===== src/logic/usdrx_pkg.sv =====
// constants and types shared by the start-detect multi-drop receiver
package usdrx_pkg;

   // register index on the plain register port
   localparam logic [3:0]  ADDR_DATA    = 4'h0;
   localparam logic [3:0]  ADDR_STATUS  = 4'h1;
   localparam logic [3:0]  ADDR_CONTROL = 4'h2;
   localparam logic [3:0]  ADDR_DIVISOR = 4'h3;

   // status register bit positions
   localparam int STAT_FILTER      = 0;
   localparam int STAT_DOUBLE      = 1;
   localparam int STAT_FRAME_ERR   = 4;
   localparam int STAT_START_FLAG  = 5;
   localparam int STAT_TX_COMPLETE = 6;
   localparam int STAT_RX_COMPLETE = 7;

   // control register bit positions
   localparam int CTL_RX_ENABLE   = 0;
   localparam int CTL_RX_NINTH    = 1;
   localparam int CTL_TX_NINTH    = 2;
   localparam int CTL_SIZE_LSB    = 3;
   localparam int CTL_SFD_ENABLE  = 6;
   localparam int CTL_START_IRQ   = 7;
   localparam int CTL_SYNC_MODE   = 8;

   // character size codes: 0..3 give 5..8 bits, 7 gives 9 bits
   localparam logic [2:0]  SIZE_NINE    = 3'h7;
   localparam logic [3:0]  SIZE_BASE    = 4'h5;
   localparam logic [3:0]  BITS_NINE    = 4'h9;
   localparam logic [3:0]  SHIFT_WIDTH  = 4'h9;

   // sample states per bit and majority window start
   localparam logic [4:0]  SAMPLES_NORMAL = 5'h10;
   localparam logic [4:0]  SAMPLES_DOUBLE = 5'h08;
   localparam logic [4:0]  VOTE_FIRST_NORMAL = 5'h08;
   localparam logic [4:0]  VOTE_FIRST_DOUBLE = 5'h04;

   // values after reset
   localparam logic [2:0]  RESET_SIZE    = 3'h3;
   localparam logic [11:0] RESET_DIVISOR = 12'h000;

   typedef enum logic [1:0] {
      RX_IDLE  = 2'b00,
      RX_START = 2'b01,
      RX_DATA  = 2'b11,
      RX_STOP  = 2'b10
   } usdrx_state_t;

   typedef struct packed {
      logic         lineMeta;
      logic         lineSync;
      logic         linePrev;
      logic         xckMeta;
      logic         xckSync;
      logic         xckPrev;
      logic         armed;
      usdrx_state_t state;
      logic [11:0]  prescale;
      logic [4:0]   samp;
      logic [3:0]   bitIdx;
      logic [2:0]   vote;
      logic [8:0]   shift;
      logic [7:0]   data;
      logic         ninth;
      logic         frameErr;
      logic         rxComplete;
      logic         startFlag;
      logic         txComplete;
      logic         filter;
      logic         dbl;
      logic         rxEn;
      logic         txNinth;
      logic [2:0]   charSize;
      logic         start_detect_enable;
      logic         startIrqEn;
      logic         syncMode;
      logic [11:0]  divisor;
      logic         oscRun;
      logic         portClk;
      logic         wake;
      logic         startIrq;
      logic [15:0]  rdata;
   } usdrx_regs_t;

endpackage


===== src/logic/usdrx_receiver.sv =====
// receiver with start-frame wake detection and multi-drop address filter
// Functional notes
// - a start bit on the line wakes the core from deep sleep
// - falling line edge powers the 8 MHz oscillator and port clock
// - detection works async and sync, only while its enable is set
// - with start interrupt enabled, flag it at once on start detection
// - without it, only oscillator and port clock run until frame completes
// - while filtering, frames without address marking are dropped
// - the transmitter ignores the filter setting
// - frame type from first stop bit, or ninth bit for 9-bit frames
// - frame type one means address, zero means data
// - address frame under filtering is buffered and flags completion
// - transmitter and receiver share one character size setting
// - 16 sample states per bit normally, eight in double speed
// - frame error set when the first stop bit of a stored frame reads low (three-sample vote async, single sample sync)
//
// The address map and the address-and-strobe port were chosen for this implementation.
`timescale 1ns/1ps

module usdrx_receiver #(
   parameter int DIV_WIDTH = 12
) (
   // clock and reset
   input  wire logic        clk,
   input  wire logic        reset,
   // register port
   input  wire logic [3:0]  regAddr,
   input  wire logic [15:0] regWdata,
   input  wire logic        regWrite,
   input  wire logic        regRead,
   output logic      [15:0] regRdata,
   // serial pins
   input  wire logic        serialReceiveLine,
   input  wire logic        syncClockIn,
   // power management
   input  wire logic        sleeping,
   output logic             oscRun,
   output logic             portClockRun,
   output logic             wakeRequest,
   output logic             rxStartIrq,
   // transmitter side
   input  wire logic        txDone,
   output logic      [2:0]  txCharSize,
   output logic             txNinthBit
);

   usdrx_pkg::usdrx_regs_t r_q;
   usdrx_pkg::usdrx_regs_t r_d;

   logic                    tick;
   logic                    lineFell;
   logic                    xckRose;
   logic [3:0]              nBits;
   logic [4:0]              sampLast;
   logic [4:0]              voteFirst;
   logic [4:0]              voteLast;
   logic                    inVote;
   logic                    decide;
   logic                    bitVal;
   logic                    finish;
   logic                    stopBit;
   logic [8:0]              assembled;
   logic                    frameType;
   logic [DIV_WIDTH-1:0]    divLimit;
   logic [11:0]             divReload;
   logic                    startSeen;

   assign divLimit = r_q.divisor[DIV_WIDTH-1:0];

   always_comb begin
      r_d = r_q;
      finish = 1'b0;
      stopBit = 1'b1;
      bitVal = 1'b0;
      assembled = 9'h000;
      frameType = 1'b0;

      // two-flop synchronisers for the pins
      r_d.lineMeta = serialReceiveLine;
      r_d.lineSync = r_q.lineMeta;
      r_d.linePrev = r_q.lineSync;
      r_d.xckMeta  = syncClockIn;
      r_d.xckSync  = r_q.xckMeta;
      r_d.xckPrev  = r_q.xckSync;
      lineFell = r_q.linePrev & ~r_q.lineSync;
      xckRose  = r_q.xckSync & ~r_q.xckPrev;

      // one character size serves both directions
      nBits = (r_q.charSize == usdrx_pkg::SIZE_NINE) ?
              usdrx_pkg::BITS_NINE :
              usdrx_pkg::SIZE_BASE + {1'b0, r_q.charSize};

      // sample clock from the divisor
      tick = (r_q.prescale == 12'h000);
      // reload keeps unused high divisor bits at zero
      divReload = 12'h000;
      divReload[DIV_WIDTH-1:0] = divLimit;
      r_d.prescale = tick ? divReload : r_q.prescale - 12'h001;

      if (r_q.dbl) begin
         sampLast  = usdrx_pkg::SAMPLES_DOUBLE;
         voteFirst = usdrx_pkg::VOTE_FIRST_DOUBLE;
      end else begin
         sampLast  = usdrx_pkg::SAMPLES_NORMAL;
         voteFirst = usdrx_pkg::VOTE_FIRST_NORMAL;
      end
      voteLast  = voteFirst + 5'h02;
      inVote    = (r_q.samp >= voteFirst) && (r_q.samp <= voteLast);
      decide    = tick && (r_q.samp == voteLast);

      // majority of the three centre samples
      if (decide) begin
         bitVal = (r_q.vote[1] & r_q.vote[0]) |
                  (r_q.vote[1] & r_q.lineSync) |
                  (r_q.vote[0] & r_q.lineSync);
      end

      if (!r_q.rxEn) begin
         r_d.state = usdrx_pkg::RX_IDLE;
         r_d.armed = 1'b0;
      end else if (r_q.syncMode) begin
         // synchronous: one decision per rising port clock
         if (xckRose) begin
            unique case (r_q.state)
               usdrx_pkg::RX_IDLE: begin
                  if (!r_q.lineSync) begin
                     r_d.state  = usdrx_pkg::RX_DATA;
                     r_d.bitIdx = 4'h0;
                  end
               end
               usdrx_pkg::RX_START: begin
                  r_d.state = usdrx_pkg::RX_DATA;
               end
               usdrx_pkg::RX_DATA: begin
                  r_d.shift  = {r_q.lineSync, r_q.shift[8:1]};
                  r_d.bitIdx = r_q.bitIdx + 4'h1;
                  if (r_q.bitIdx + 4'h1 == nBits) begin
                     r_d.state = usdrx_pkg::RX_STOP;
                  end
               end
               usdrx_pkg::RX_STOP: begin
                  finish  = 1'b1;
                  stopBit = r_q.lineSync;
                  r_d.state = usdrx_pkg::RX_IDLE;
               end
            endcase
         end
      end else if (tick) begin
         // asynchronous: sample states within each bit
         if (inVote) begin
            r_d.vote = {r_q.vote[1:0], r_q.lineSync};
         end
         r_d.samp = (r_q.samp == sampLast) ? 5'h01 : r_q.samp + 5'h01;
         unique case (r_q.state)
            usdrx_pkg::RX_IDLE: begin
               r_d.samp = 5'h01;
               // a start counts only after an idle-high tick
               if (r_q.lineSync) begin
                  r_d.armed = 1'b1;
               end else if (r_q.armed) begin
                  r_d.state = usdrx_pkg::RX_START;
                  r_d.samp  = 5'h02;
                  r_d.armed = 1'b0;
               end
            end
            usdrx_pkg::RX_START: begin
               // majority high means a noise spike: hunt again
               if (decide && bitVal) begin
                  r_d.state = usdrx_pkg::RX_IDLE;
               end else if (r_q.samp == sampLast) begin
                  r_d.state  = usdrx_pkg::RX_DATA;
                  r_d.bitIdx = 4'h0;
               end
            end
            usdrx_pkg::RX_DATA: begin
               if (decide) begin
                  r_d.shift  = {bitVal, r_q.shift[8:1]};
                  r_d.bitIdx = r_q.bitIdx + 4'h1;
               end
               if (r_q.samp == sampLast && r_q.bitIdx == nBits) begin
                  r_d.state = usdrx_pkg::RX_STOP;
               end
            end
            usdrx_pkg::RX_STOP: begin
               // next start may follow right after the vote
               if (decide) begin
                  finish  = 1'b1;
                  stopBit = bitVal;
                  r_d.state = usdrx_pkg::RX_IDLE;
               end
            end
         endcase
      end

      // start-frame detection while asleep
      startSeen = r_q.start_detect_enable & sleeping & lineFell;
      if (startSeen) begin
         r_d.oscRun  = 1'b1;
         r_d.portClk = 1'b1;
      end
      // awake core runs its own clocks
      if (!sleeping) begin
         r_d.oscRun  = 1'b0;
         r_d.portClk = 1'b0;
      end

      // register writes; clears come before hardware sets
      if (regWrite) begin
         unique case (regAddr)
            usdrx_pkg::ADDR_STATUS: begin
               // filter written whole-register only
               r_d.filter = regWdata[usdrx_pkg::STAT_FILTER];
               r_d.dbl    = regWdata[usdrx_pkg::STAT_DOUBLE];
               if (regWdata[usdrx_pkg::STAT_START_FLAG]) begin
                  r_d.startFlag = 1'b0;
               end
               if (regWdata[usdrx_pkg::STAT_TX_COMPLETE]) begin
                  r_d.txComplete = 1'b0;
               end
            end
            usdrx_pkg::ADDR_CONTROL: begin
               r_d.rxEn       = regWdata[usdrx_pkg::CTL_RX_ENABLE];
               r_d.txNinth    = regWdata[usdrx_pkg::CTL_TX_NINTH];
               r_d.charSize   =
                  regWdata[usdrx_pkg::CTL_SIZE_LSB +: 3];
               r_d.start_detect_enable      = regWdata[usdrx_pkg::CTL_SFD_ENABLE];
               r_d.startIrqEn = regWdata[usdrx_pkg::CTL_START_IRQ];
               r_d.syncMode   = regWdata[usdrx_pkg::CTL_SYNC_MODE];
            end
            usdrx_pkg::ADDR_DIVISOR: begin
               r_d.divisor = regWdata[11:0];
            end
            default: begin
            end
         endcase
      end

      // register reads, answered one cycle later
      r_d.rdata = 16'h0000;
      if (regRead) begin
         unique case (regAddr)
            usdrx_pkg::ADDR_DATA: begin
               r_d.rdata = {8'h00, r_q.data};
               // reading the data word acknowledges the frame
               r_d.rxComplete = 1'b0;
            end
            usdrx_pkg::ADDR_STATUS: begin
               r_d.rdata[usdrx_pkg::STAT_FILTER]      = r_q.filter;
               r_d.rdata[usdrx_pkg::STAT_DOUBLE]      = r_q.dbl;
               r_d.rdata[usdrx_pkg::STAT_FRAME_ERR]   = r_q.frameErr;
               r_d.rdata[usdrx_pkg::STAT_START_FLAG]  = r_q.startFlag;
               r_d.rdata[usdrx_pkg::STAT_TX_COMPLETE] = r_q.txComplete;
               r_d.rdata[usdrx_pkg::STAT_RX_COMPLETE] = r_q.rxComplete;
            end
            usdrx_pkg::ADDR_CONTROL: begin
               r_d.rdata[usdrx_pkg::CTL_RX_ENABLE]  = r_q.rxEn;
               r_d.rdata[usdrx_pkg::CTL_RX_NINTH]   = r_q.ninth;
               r_d.rdata[usdrx_pkg::CTL_TX_NINTH]   = r_q.txNinth;
               r_d.rdata[usdrx_pkg::CTL_SIZE_LSB +: 3] = r_q.charSize;
               r_d.rdata[usdrx_pkg::CTL_SFD_ENABLE] = r_q.start_detect_enable;
               r_d.rdata[usdrx_pkg::CTL_START_IRQ]  = r_q.startIrqEn;
               r_d.rdata[usdrx_pkg::CTL_SYNC_MODE]  = r_q.syncMode;
            end
            usdrx_pkg::ADDR_DIVISOR: begin
               r_d.rdata = {4'h0, r_q.divisor};
            end
            default: begin
            end
         endcase
      end

      // hardware sets win over same-cycle clears
      if (txDone) begin
         r_d.txComplete = 1'b1;
      end
      if (startSeen && r_q.startIrqEn) begin
         r_d.startFlag = 1'b1;
      end

      // frame completion and multi-drop filter
      if (finish) begin
         assembled = r_q.shift >> (usdrx_pkg::SHIFT_WIDTH - nBits);
         frameType = (nBits == usdrx_pkg::BITS_NINE) ?
                     assembled[8] : stopBit;
         // the filter never reaches the transmitter outputs
         if (!r_q.filter || frameType) begin
            r_d.data       = assembled[7:0];
            r_d.ninth      = assembled[8] &
                             (nBits == usdrx_pkg::BITS_NINE);
            // error kept only for frames that are stored
            r_d.frameErr   = ~stopBit;
            r_d.rxComplete = 1'b1;
         end
      end

      // clocks stay only until the frame ends without start irq
      if (r_q.oscRun && !r_q.startIrqEn &&
          r_q.state != usdrx_pkg::RX_IDLE &&
          r_d.state == usdrx_pkg::RX_IDLE) begin
         r_d.oscRun  = 1'b0;
         r_d.portClk = 1'b0;
      end
      // enable from this cycle's write, so the irq follows it at once
      r_d.startIrq = r_d.startFlag & r_d.startIrqEn;
      // wake only while asleep; an awake core polls the flags
      r_d.wake = sleeping &
                 (r_d.startIrq | r_d.rxComplete);
   end

   always_ff @(posedge clk) begin
      if (reset) begin
         r_q <= '0;
         // line synchronisers start idle high, so no false edge
         r_q.lineMeta <= 1'b1;
         r_q.lineSync <= 1'b1;
         r_q.linePrev <= 1'b1;
         r_q.state    <= usdrx_pkg::RX_IDLE;
         r_q.charSize <= usdrx_pkg::RESET_SIZE;
         r_q.divisor  <= usdrx_pkg::RESET_DIVISOR;
      end else begin
         r_q <= r_d;
      end
   end

   assign regRdata     = r_q.rdata;
   assign oscRun       = r_q.oscRun;
   assign portClockRun = r_q.portClk;
   assign wakeRequest  = r_q.wake;
   assign rxStartIrq   = r_q.startIrq;
   assign txCharSize   = r_q.charSize;
   assign txNinthBit   = r_q.txNinth;

endmodule // usdrx_receiver


===== config.mk =====
export PLATFORM = sky130hd
export DESIGN_NAME = usdrx_receiver
export DESIGN_NICKNAME = d
export VERILOG_FILES = /design/src/logic/usdrx_pkg.sv /design/src/logic/usdrx_receiver.sv
export SDC_FILE = /design/constraint.sdc
export NUM_CORES = 1
export LEC_CHECK = 0
export BUFFER_PORTS_ARGS = -buffer_cell sky130_fd_sc_hd__buf_4
export CORE_MARGIN = 3
export CORE_UTILIZATION = 60
export DETAILED_ROUTE_END_ITERATION = 10
export GPL_TIMING_DRIVEN = 1
export PLACE_DENSITY = 0.86
export SYNTH_ARGS = -nofsm -noshare
export SYNTH_HDL_FRONTEND = slang
export SYNTH_SLANG_ARGS = --single-unit
export TNS_END_PERCENT = 20

===== constraint.sdc =====
create_clock -name clk -period 4.5 [get_ports clk]
set_input_delay 0.225 -clock clk [delete_from_list [all_inputs] [get_ports clk]]
set_output_delay 0.225 -clock clk [all_outputs]
set_load 0.005 [all_outputs]

Word-level counts from Yosys, hierarchy flattened
Index checks and enable logic that the tools add are counted.

storage, ports and cells
  bits in registers = 96
  latch bits = 0
  bits in writable memories = 0
  memory bits (read-only) = 0
  bits of input ports = 28
  logic and storage cells = 188
  memories kept = 0

cells by class
  $add $sub $neg = 6
  multiply operators = 0
  divide/modulo/power cells = 0
  $lt $le $gt $ge = 2
  equal/unequal tests = 18
  shift operators = 1
  multiplexer cells = 71
  bitwise operators = 21
  reduce and logical (&&, ||, !) cells = 36

operators by type and width
  operator                                                               count
  9-bit two-way mux                                                      5
  4-bit two-way mux                                                      9
  1-bit two-way mux                                                      26
  2-bit two-way mux                                                      13
  12-bit two-way mux                                                     2
  24-bit two-way mux                                                     1
  2-bit one-hot mux with 4 select lines                                  3
  16-bit two-way mux                                                     1
  4-bit one-hot mux with 2 select lines                                  2
  4-bit one-hot mux with 4 select lines                                  1
  5-bit two-way mux                                                      3
  12-bit zero test                                                       1
  3-bit inequality test, second input constant                           4
  2-bit nonzero test                                                     6
  12-bit by 1-bit subtractor with 12-bit output, second input constant   1
  1-bit AND                                                              10
  5-bit equality test                                                    2
  3-bit AND reduction                                                    3
  9-bit AND reduction                                                    1
  9-bit by 4-bit right shift with 9-bit output                           1
  4-bit by 2-bit equality test with 1-bit output, second input constant  2
  4-bit equality test                                                    2
  1-bit logical AND                                                      8
  8-bit two-way mux                                                      1
  29 further kinds                                                       47

Logic depth before layout (Yosys ltp)
  depth after elaboration = 16
  depth in mapped cells = 12
  gate-level depth less buffers = 9

Least setup slack after synthesis
OpenSTA, ideal clock, no wires.

  path type = register to register
  from = register r_q, in the netlist txCharSize[1]
  to = register r_q[49] (netlist name)
  data arrival time = 2.965 ns
  data required time = 4.430 ns
  path slack = 1.464 ns
  stages on the path, launching flop included = 11
  buffers on the path = 1
  clock period less this slack = 3.036 ns
  cells stage by stage = dfxtp_1 ha_1 a21boi_0 inv_1 ha_1 clkbuf_1 nor3b_1 nand3_1 a211o_1 or4_1 a21oi_1

between the ends
  longest elaborated chain between the ends = 7

ends and longest elaborated chain
  what                                                                                  RTL line                                    text
  start: declaration                                                                    usdrx_receiver.sv:47                        usdrx_pkg::usdrx_regs_t r_q;
  start signal: assignment                                                              usdrx_receiver.sv:321                       r_q <= r_d;
  3-bit by 3-bit adder with 4-bit output / 3-bit equality test (equally long branches)  usdrx_receiver.sv:91, usdrx_receiver.sv:89
  4-bit two-way mux (*)                                                                 usdrx_receiver.sv:89                        nBits = (r_q.charSize == usdrx_pkg::SIZE_NINE) ?
  4-bit subtractor                                                                      usdrx_receiver.sv:282                       assembled = r_q.shift >> (usdrx_pkg::SHIFT_WIDTH - nBits);
  9-bit by 4-bit right shift with 9-bit output                                          usdrx_receiver.sv:282
  1-bit two-way mux                                                                     usdrx_receiver.sv:283                       frameType = (nBits == usdrx_pkg::BITS_NINE) ?
  1-bit logical OR                                                                      usdrx_receiver.sv:286                       if (!r_q.filter || frameType) begin
  2-bit AND reduction (no line)                                                         --

Mark *: on every way between the ends. The rest lies on a longest branch, timed or not.
A chain may end at the register's enable or synchronous reset.

Final worst setup path
Same ends and word-level chain as after synthesis.

==> flow_summary.rst <==
.. list-table::
   :header-rows: 1

   * - Metric
     - Value
   * - Per-cell routed wire length
     - 16.8 um
   * - Number of buffers inserted during clock tree synthesis
     - 9
   * - Overall routing resource usage
     - 25.7%
   * - Peak per-stage delay on the critical path
     - 0.62 ns
   * - Placed wire-length estimate after detailed placement
     - 7.87 mm
   * - Yosys warning count
     - 0
   * - Share of layout cells above drive strength 1
     - 13.6%
   * - FF-to-FF path depth
     - 9
   * - Kind of end point of the critical path
     - flop
   * - Kind of start point of the critical path
     - flop
   * - Count of antenna-violating nets left after detailed routing
     - 0
   * - Pre-CTS worst setup slack
     - 0.679 ns
   * - Post-CTS Setup Bufs
     - 0
   * - Die height
     - 94.3 um
   * - Post-layout net count
     - 597
   * - Worst-path maximum fanout
     - 19
   * - P per Cell Area
     - 370 mW/mm2
   * - Status
     - completed
   * - Remaining routing DRC violations
     - 0
   * - Count of inserted antenna diode cells
     - 0
   * - Overall overflow remaining after global route
     - 0
   * - Required time at the endpoint of the critical path
     - 4.80 ns
   * - Number of synthesized flops with an enable pin
     - 0
   * - Slew Viols, Final
     - 0
   * - Count of TritonRoute iterations in the first routing pass
     - 5
   * - Instance area after placement
     - 0.00485 mm2
   * - Overall power
     - 1.87 mW
   * - Critical path buffers and inverters
     - 1
   * - Arr. time, crit path
     - 4.18 ns
   * - Post-synthesis cell area
     - 0.00468 mm2
   * - CTS clk-pin slew, worst paths
     - 0.09 ns
   * - P&R area growth vs syn
     - 7.72%
   * - Avg Synthesized Cell Area
     - 8.36 um2
   * - Post-route worst hold slack
     - 0.0350 ns
   * - # setup viols final
     - 0
   * - Number of buffers inserted by hold repair at cts
     - 0
   * - CTS root buffer
     - sky130_fd_sc_hd__clkbuf_8
   * - Final hold viol count
     - 0
   * - Number of global-route vias before repair
     - 3644
   * - Total stage count of the critical path
     - 9
   * - Core Footprint
     - 0.00741 mm2
   * - R2r endpoint
     - r_q[49]
   * - Starting density of the core
     - 63.2%
   * - Clock Skews
     - 0.0107 ns
   * - First-iteration detailed-routing DRC count
     - 249
   * - Max-Slew Margin vs Limit
     - 40.6%
   * - Count of boundary I/O pins
     - 52
   * - Number of vias in the routed layout
     - 4016
   * - Per-cell via count in the routed design
     - 6.05
   * - Die area
     - 0.00890 mm2
   * - Path type of the worst setup path
     - reg2reg
   * - Worst setup path end
     - r_q[49]
   * - Slew at the pin with the worst max-slew slack
     - 0.868 ns
   * - Die X-Extent
     - 94.3 um
   * - Global-route wire length before repair
     - 17.9 mm
   * - RSZ-0062 raised after global routing
     - false
   * - Crit path max-delay family
     - compound AO/OA/AOI/OAI gates
   * - Main flop type after synthesis
     - sky130_fd_sc_hd__dfxtp_1
   * - Number of maximum-capacitance constraint violations
     - 0
   * - Antenna violations before repair
     - 0
   * - Leakage component of the power
     - 1.86 nW
   * - Post-route cell area
     - 0.00504 mm2
   * - Class of the tightest hold or removal check
     - in2reg
   * - Insertion delay of the later-clocked pin in the worst-skew pair
     - 0.37 ns
   * - Library cells used by synthesis
     - 65
   * - PortBufs
     - 43
   * - Share of async-settable or async-resettable flops after synthesis
     - 0%
   * - Minimum setup slack among reg-to-reg paths
     - 0.62 ns
   * - Leading cell types by total area after synthesis
     - sky130_fd_sc_hd__dfxtp_1 39%, sky130_fd_sc_hd__nand2_1 5.4%, sky130_fd_sc_hd__a21oi_1 4.9%
   * - Number of levels in the clock H-tree
     - 3
   * - Worst setup startpoint
     - txCharSize[1]
   * - Total routed wirelength
     - 11.1 mm
   * - Area fraction of the dominant cell type after synthesis
     - 38.9%
   * - Master of the slowest instance on the critical path
     - sky130_fd_sc_hd__ha_1
   * - Critical-path cell list
     - ha_1 -> a21boi_0 -> inv_1 -> ha_1 -> nor3b_1 -> nand3_1 -> a211o_1 -> or4_1 -> a21oi_1
   * - Worst vdd ir
     - 0.000192 V
   * - Reg-to-reg startpoint
     - txCharSize[1]
   * - Gate count of the mapped netlist
     - 560
   * - Share of synthesized area occupied by flip-flops and latches
     - 38.9%
   * - CTS tree
     - built
   * - Period minus WS final
     - 3.88 ns
   * - Last weighted congestion value of the routability-driven placer
     - 0.927
   * - Yosys reg bits
     - 91
   * - Count of cells resized by post-cts repair
     - 0
   * - Longest Clk Path Bufs
     - 2
   * - Upper clock frequency limit
     - 257 MHz
   * - Final cycle utilization of the critical path
     - 86.3%
   * - Placement Rows
     - 31
   * - Crit-path most repeated cell
     - sky130_fd_sc_hd__ha_1
   * - Largest net degree at the start of global routing
     - 78
   * - CTS sink cnt
     - 91
   * - Library cell with the largest summed area after synthesis
     - sky130_fd_sc_hd__dfxtp_1
   * - Final setup margin
     - 0.616 ns
   * - Summed negative setup slack over all endpoints
     - 0 ns
-- through the flow --
step / instances / util [%]
after global routing: 664 / 68.1
after CTS: 664 / 68.1
after floorplan: 563 / -
after global placement: 648 / 65.5
after detailed placement: 648 / 65.5
final: 664 / 68.1
-- layer usage --
metal | up-vias | track usage [%] | share of wire [%]
met3 | 20 | 6.06 | 7.3
met4 | 0 | 8.06 | 1.5
met1 | 1890 | 35.7 | 46
li1 | 1959 | - | -
met5 | - | 0 | 0
met2 | 147 | 39.6 | 46
-- worst min path at each step --
stage	startpoint	end	slack [ns]	cells after the start
after floorplan	serialReceiveLine	r_d[95]	0.33	1
after global routing	serialReceiveLine	r_d[95]	0.02	2
after global placement	r_d[95]	r_d[94]	0.40	1
after CTS	serialReceiveLine	r_d[95]	0.02	2
final	serialReceiveLine	r_d[95]	0.04	2
after detailed placement	r_d[95]	r_d[94]	0.41	1
-- power by group --
group	switching, mW	internal, mW
Combinational	0.261	0.163
Clock	0.318	0.227
Sequential	0.0452	0.853
-- Yosys cell counts (3+ instances only) --
cell                       number
sky130_fd_sc_hd__or3_1         10
sky130_fd_sc_hd__mux2i_1       18
sky130_fd_sc_hd__nand4_1        3
sky130_fd_sc_hd__or4_1          5
sky130_fd_sc_hd__buf_4         20
sky130_fd_sc_hd__a31oi_1        7
sky130_fd_sc_hd__o21ai_0        6
sky130_fd_sc_hd__a211oi_1      13
sky130_fd_sc_hd__a211o_1        6
sky130_fd_sc_hd__nand3_1       14
sky130_fd_sc_hd__nor2_1        60
sky130_fd_sc_hd__or2_2          5
sky130_fd_sc_hd__nor3_1         9
sky130_fd_sc_hd__and3_1         3
sky130_fd_sc_hd__ha_1           9
sky130_fd_sc_hd__xor2_1         4
sky130_fd_sc_hd__a311oi_1       5
sky130_fd_sc_hd__nor3b_1        4
sky130_fd_sc_hd__o22ai_1        3
sky130_fd_sc_hd__o31ai_1        5
sky130_fd_sc_hd__a22oi_1        6
sky130_fd_sc_hd__nand2_1       67
sky130_fd_sc_hd__clkbuf_1      33
sky130_fd_sc_hd__nor4_1         6
sky130_fd_sc_hd__xnor2_1       14
sky130_fd_sc_hd__a21oi_1       46
sky130_fd_sc_hd__buf_1          3
sky130_fd_sc_hd__and2_1         6
sky130_fd_sc_hd__dfxtp_1       91
sky130_fd_sc_hd__nor2b_1       13
sky130_fd_sc_hd__nand3b_1       7
sky130_fd_sc_hd__mux4_2         6
sky130_fd_sc_hd__inv_1         14
-- layout make-up --
cell class                      count  area [um2]
Clock inverter                      6        53.8
Sequential cell                    91        1820
Fill cell                         604        2360
Multi-Input combinational cell    400        2520
Inverter                           14        52.6
Timing Repair Buffer               44         330
Clock buffer                       10         138
Tap cell                           99         124
-- state kept, by name, summed over array words and instances (netlist names) --
signal and cells:
divLimit 12, portClockRun 1, r_d 4, r_q 56
regRdata 12, rxStartIrq 1, txCharSize 3, txNinthBit 1
wakeRequest 1
-- cells by family after synthesis --
| logic type | Yosys count | synth area share (%) |
|---|---|---|
| compound gates | 118 | 16.6 |
| xor+xnor | 18 | 3.37 |
| fa+ha+maj | 11 | 2.83 |
| buf+inv | 72 | 7.43 |
| flops | 91 | 38.9 |
| mux | 25 | 6.97 |
| other cells | 1 | 0.0801 |
| simple gates | 224 | 23.8 |
-- layout by cell type (no fill, tap or decap), types with 14 or more instances in the layout --
cell type	instances
sky130_fd_sc_hd__nand2_1	67
sky130_fd_sc_hd__mux2i_1	18
sky130_fd_sc_hd__dfxtp_1	91
sky130_fd_sc_hd__xnor2_1	14
sky130_fd_sc_hd__inv_1	14
sky130_fd_sc_hd__a21oi_1	46
sky130_fd_sc_hd__nor2_1	60
sky130_fd_sc_hd__buf_4	44
sky130_fd_sc_hd__nand3_1	14
Note: power is estimated with default switching activity, not from simulation.
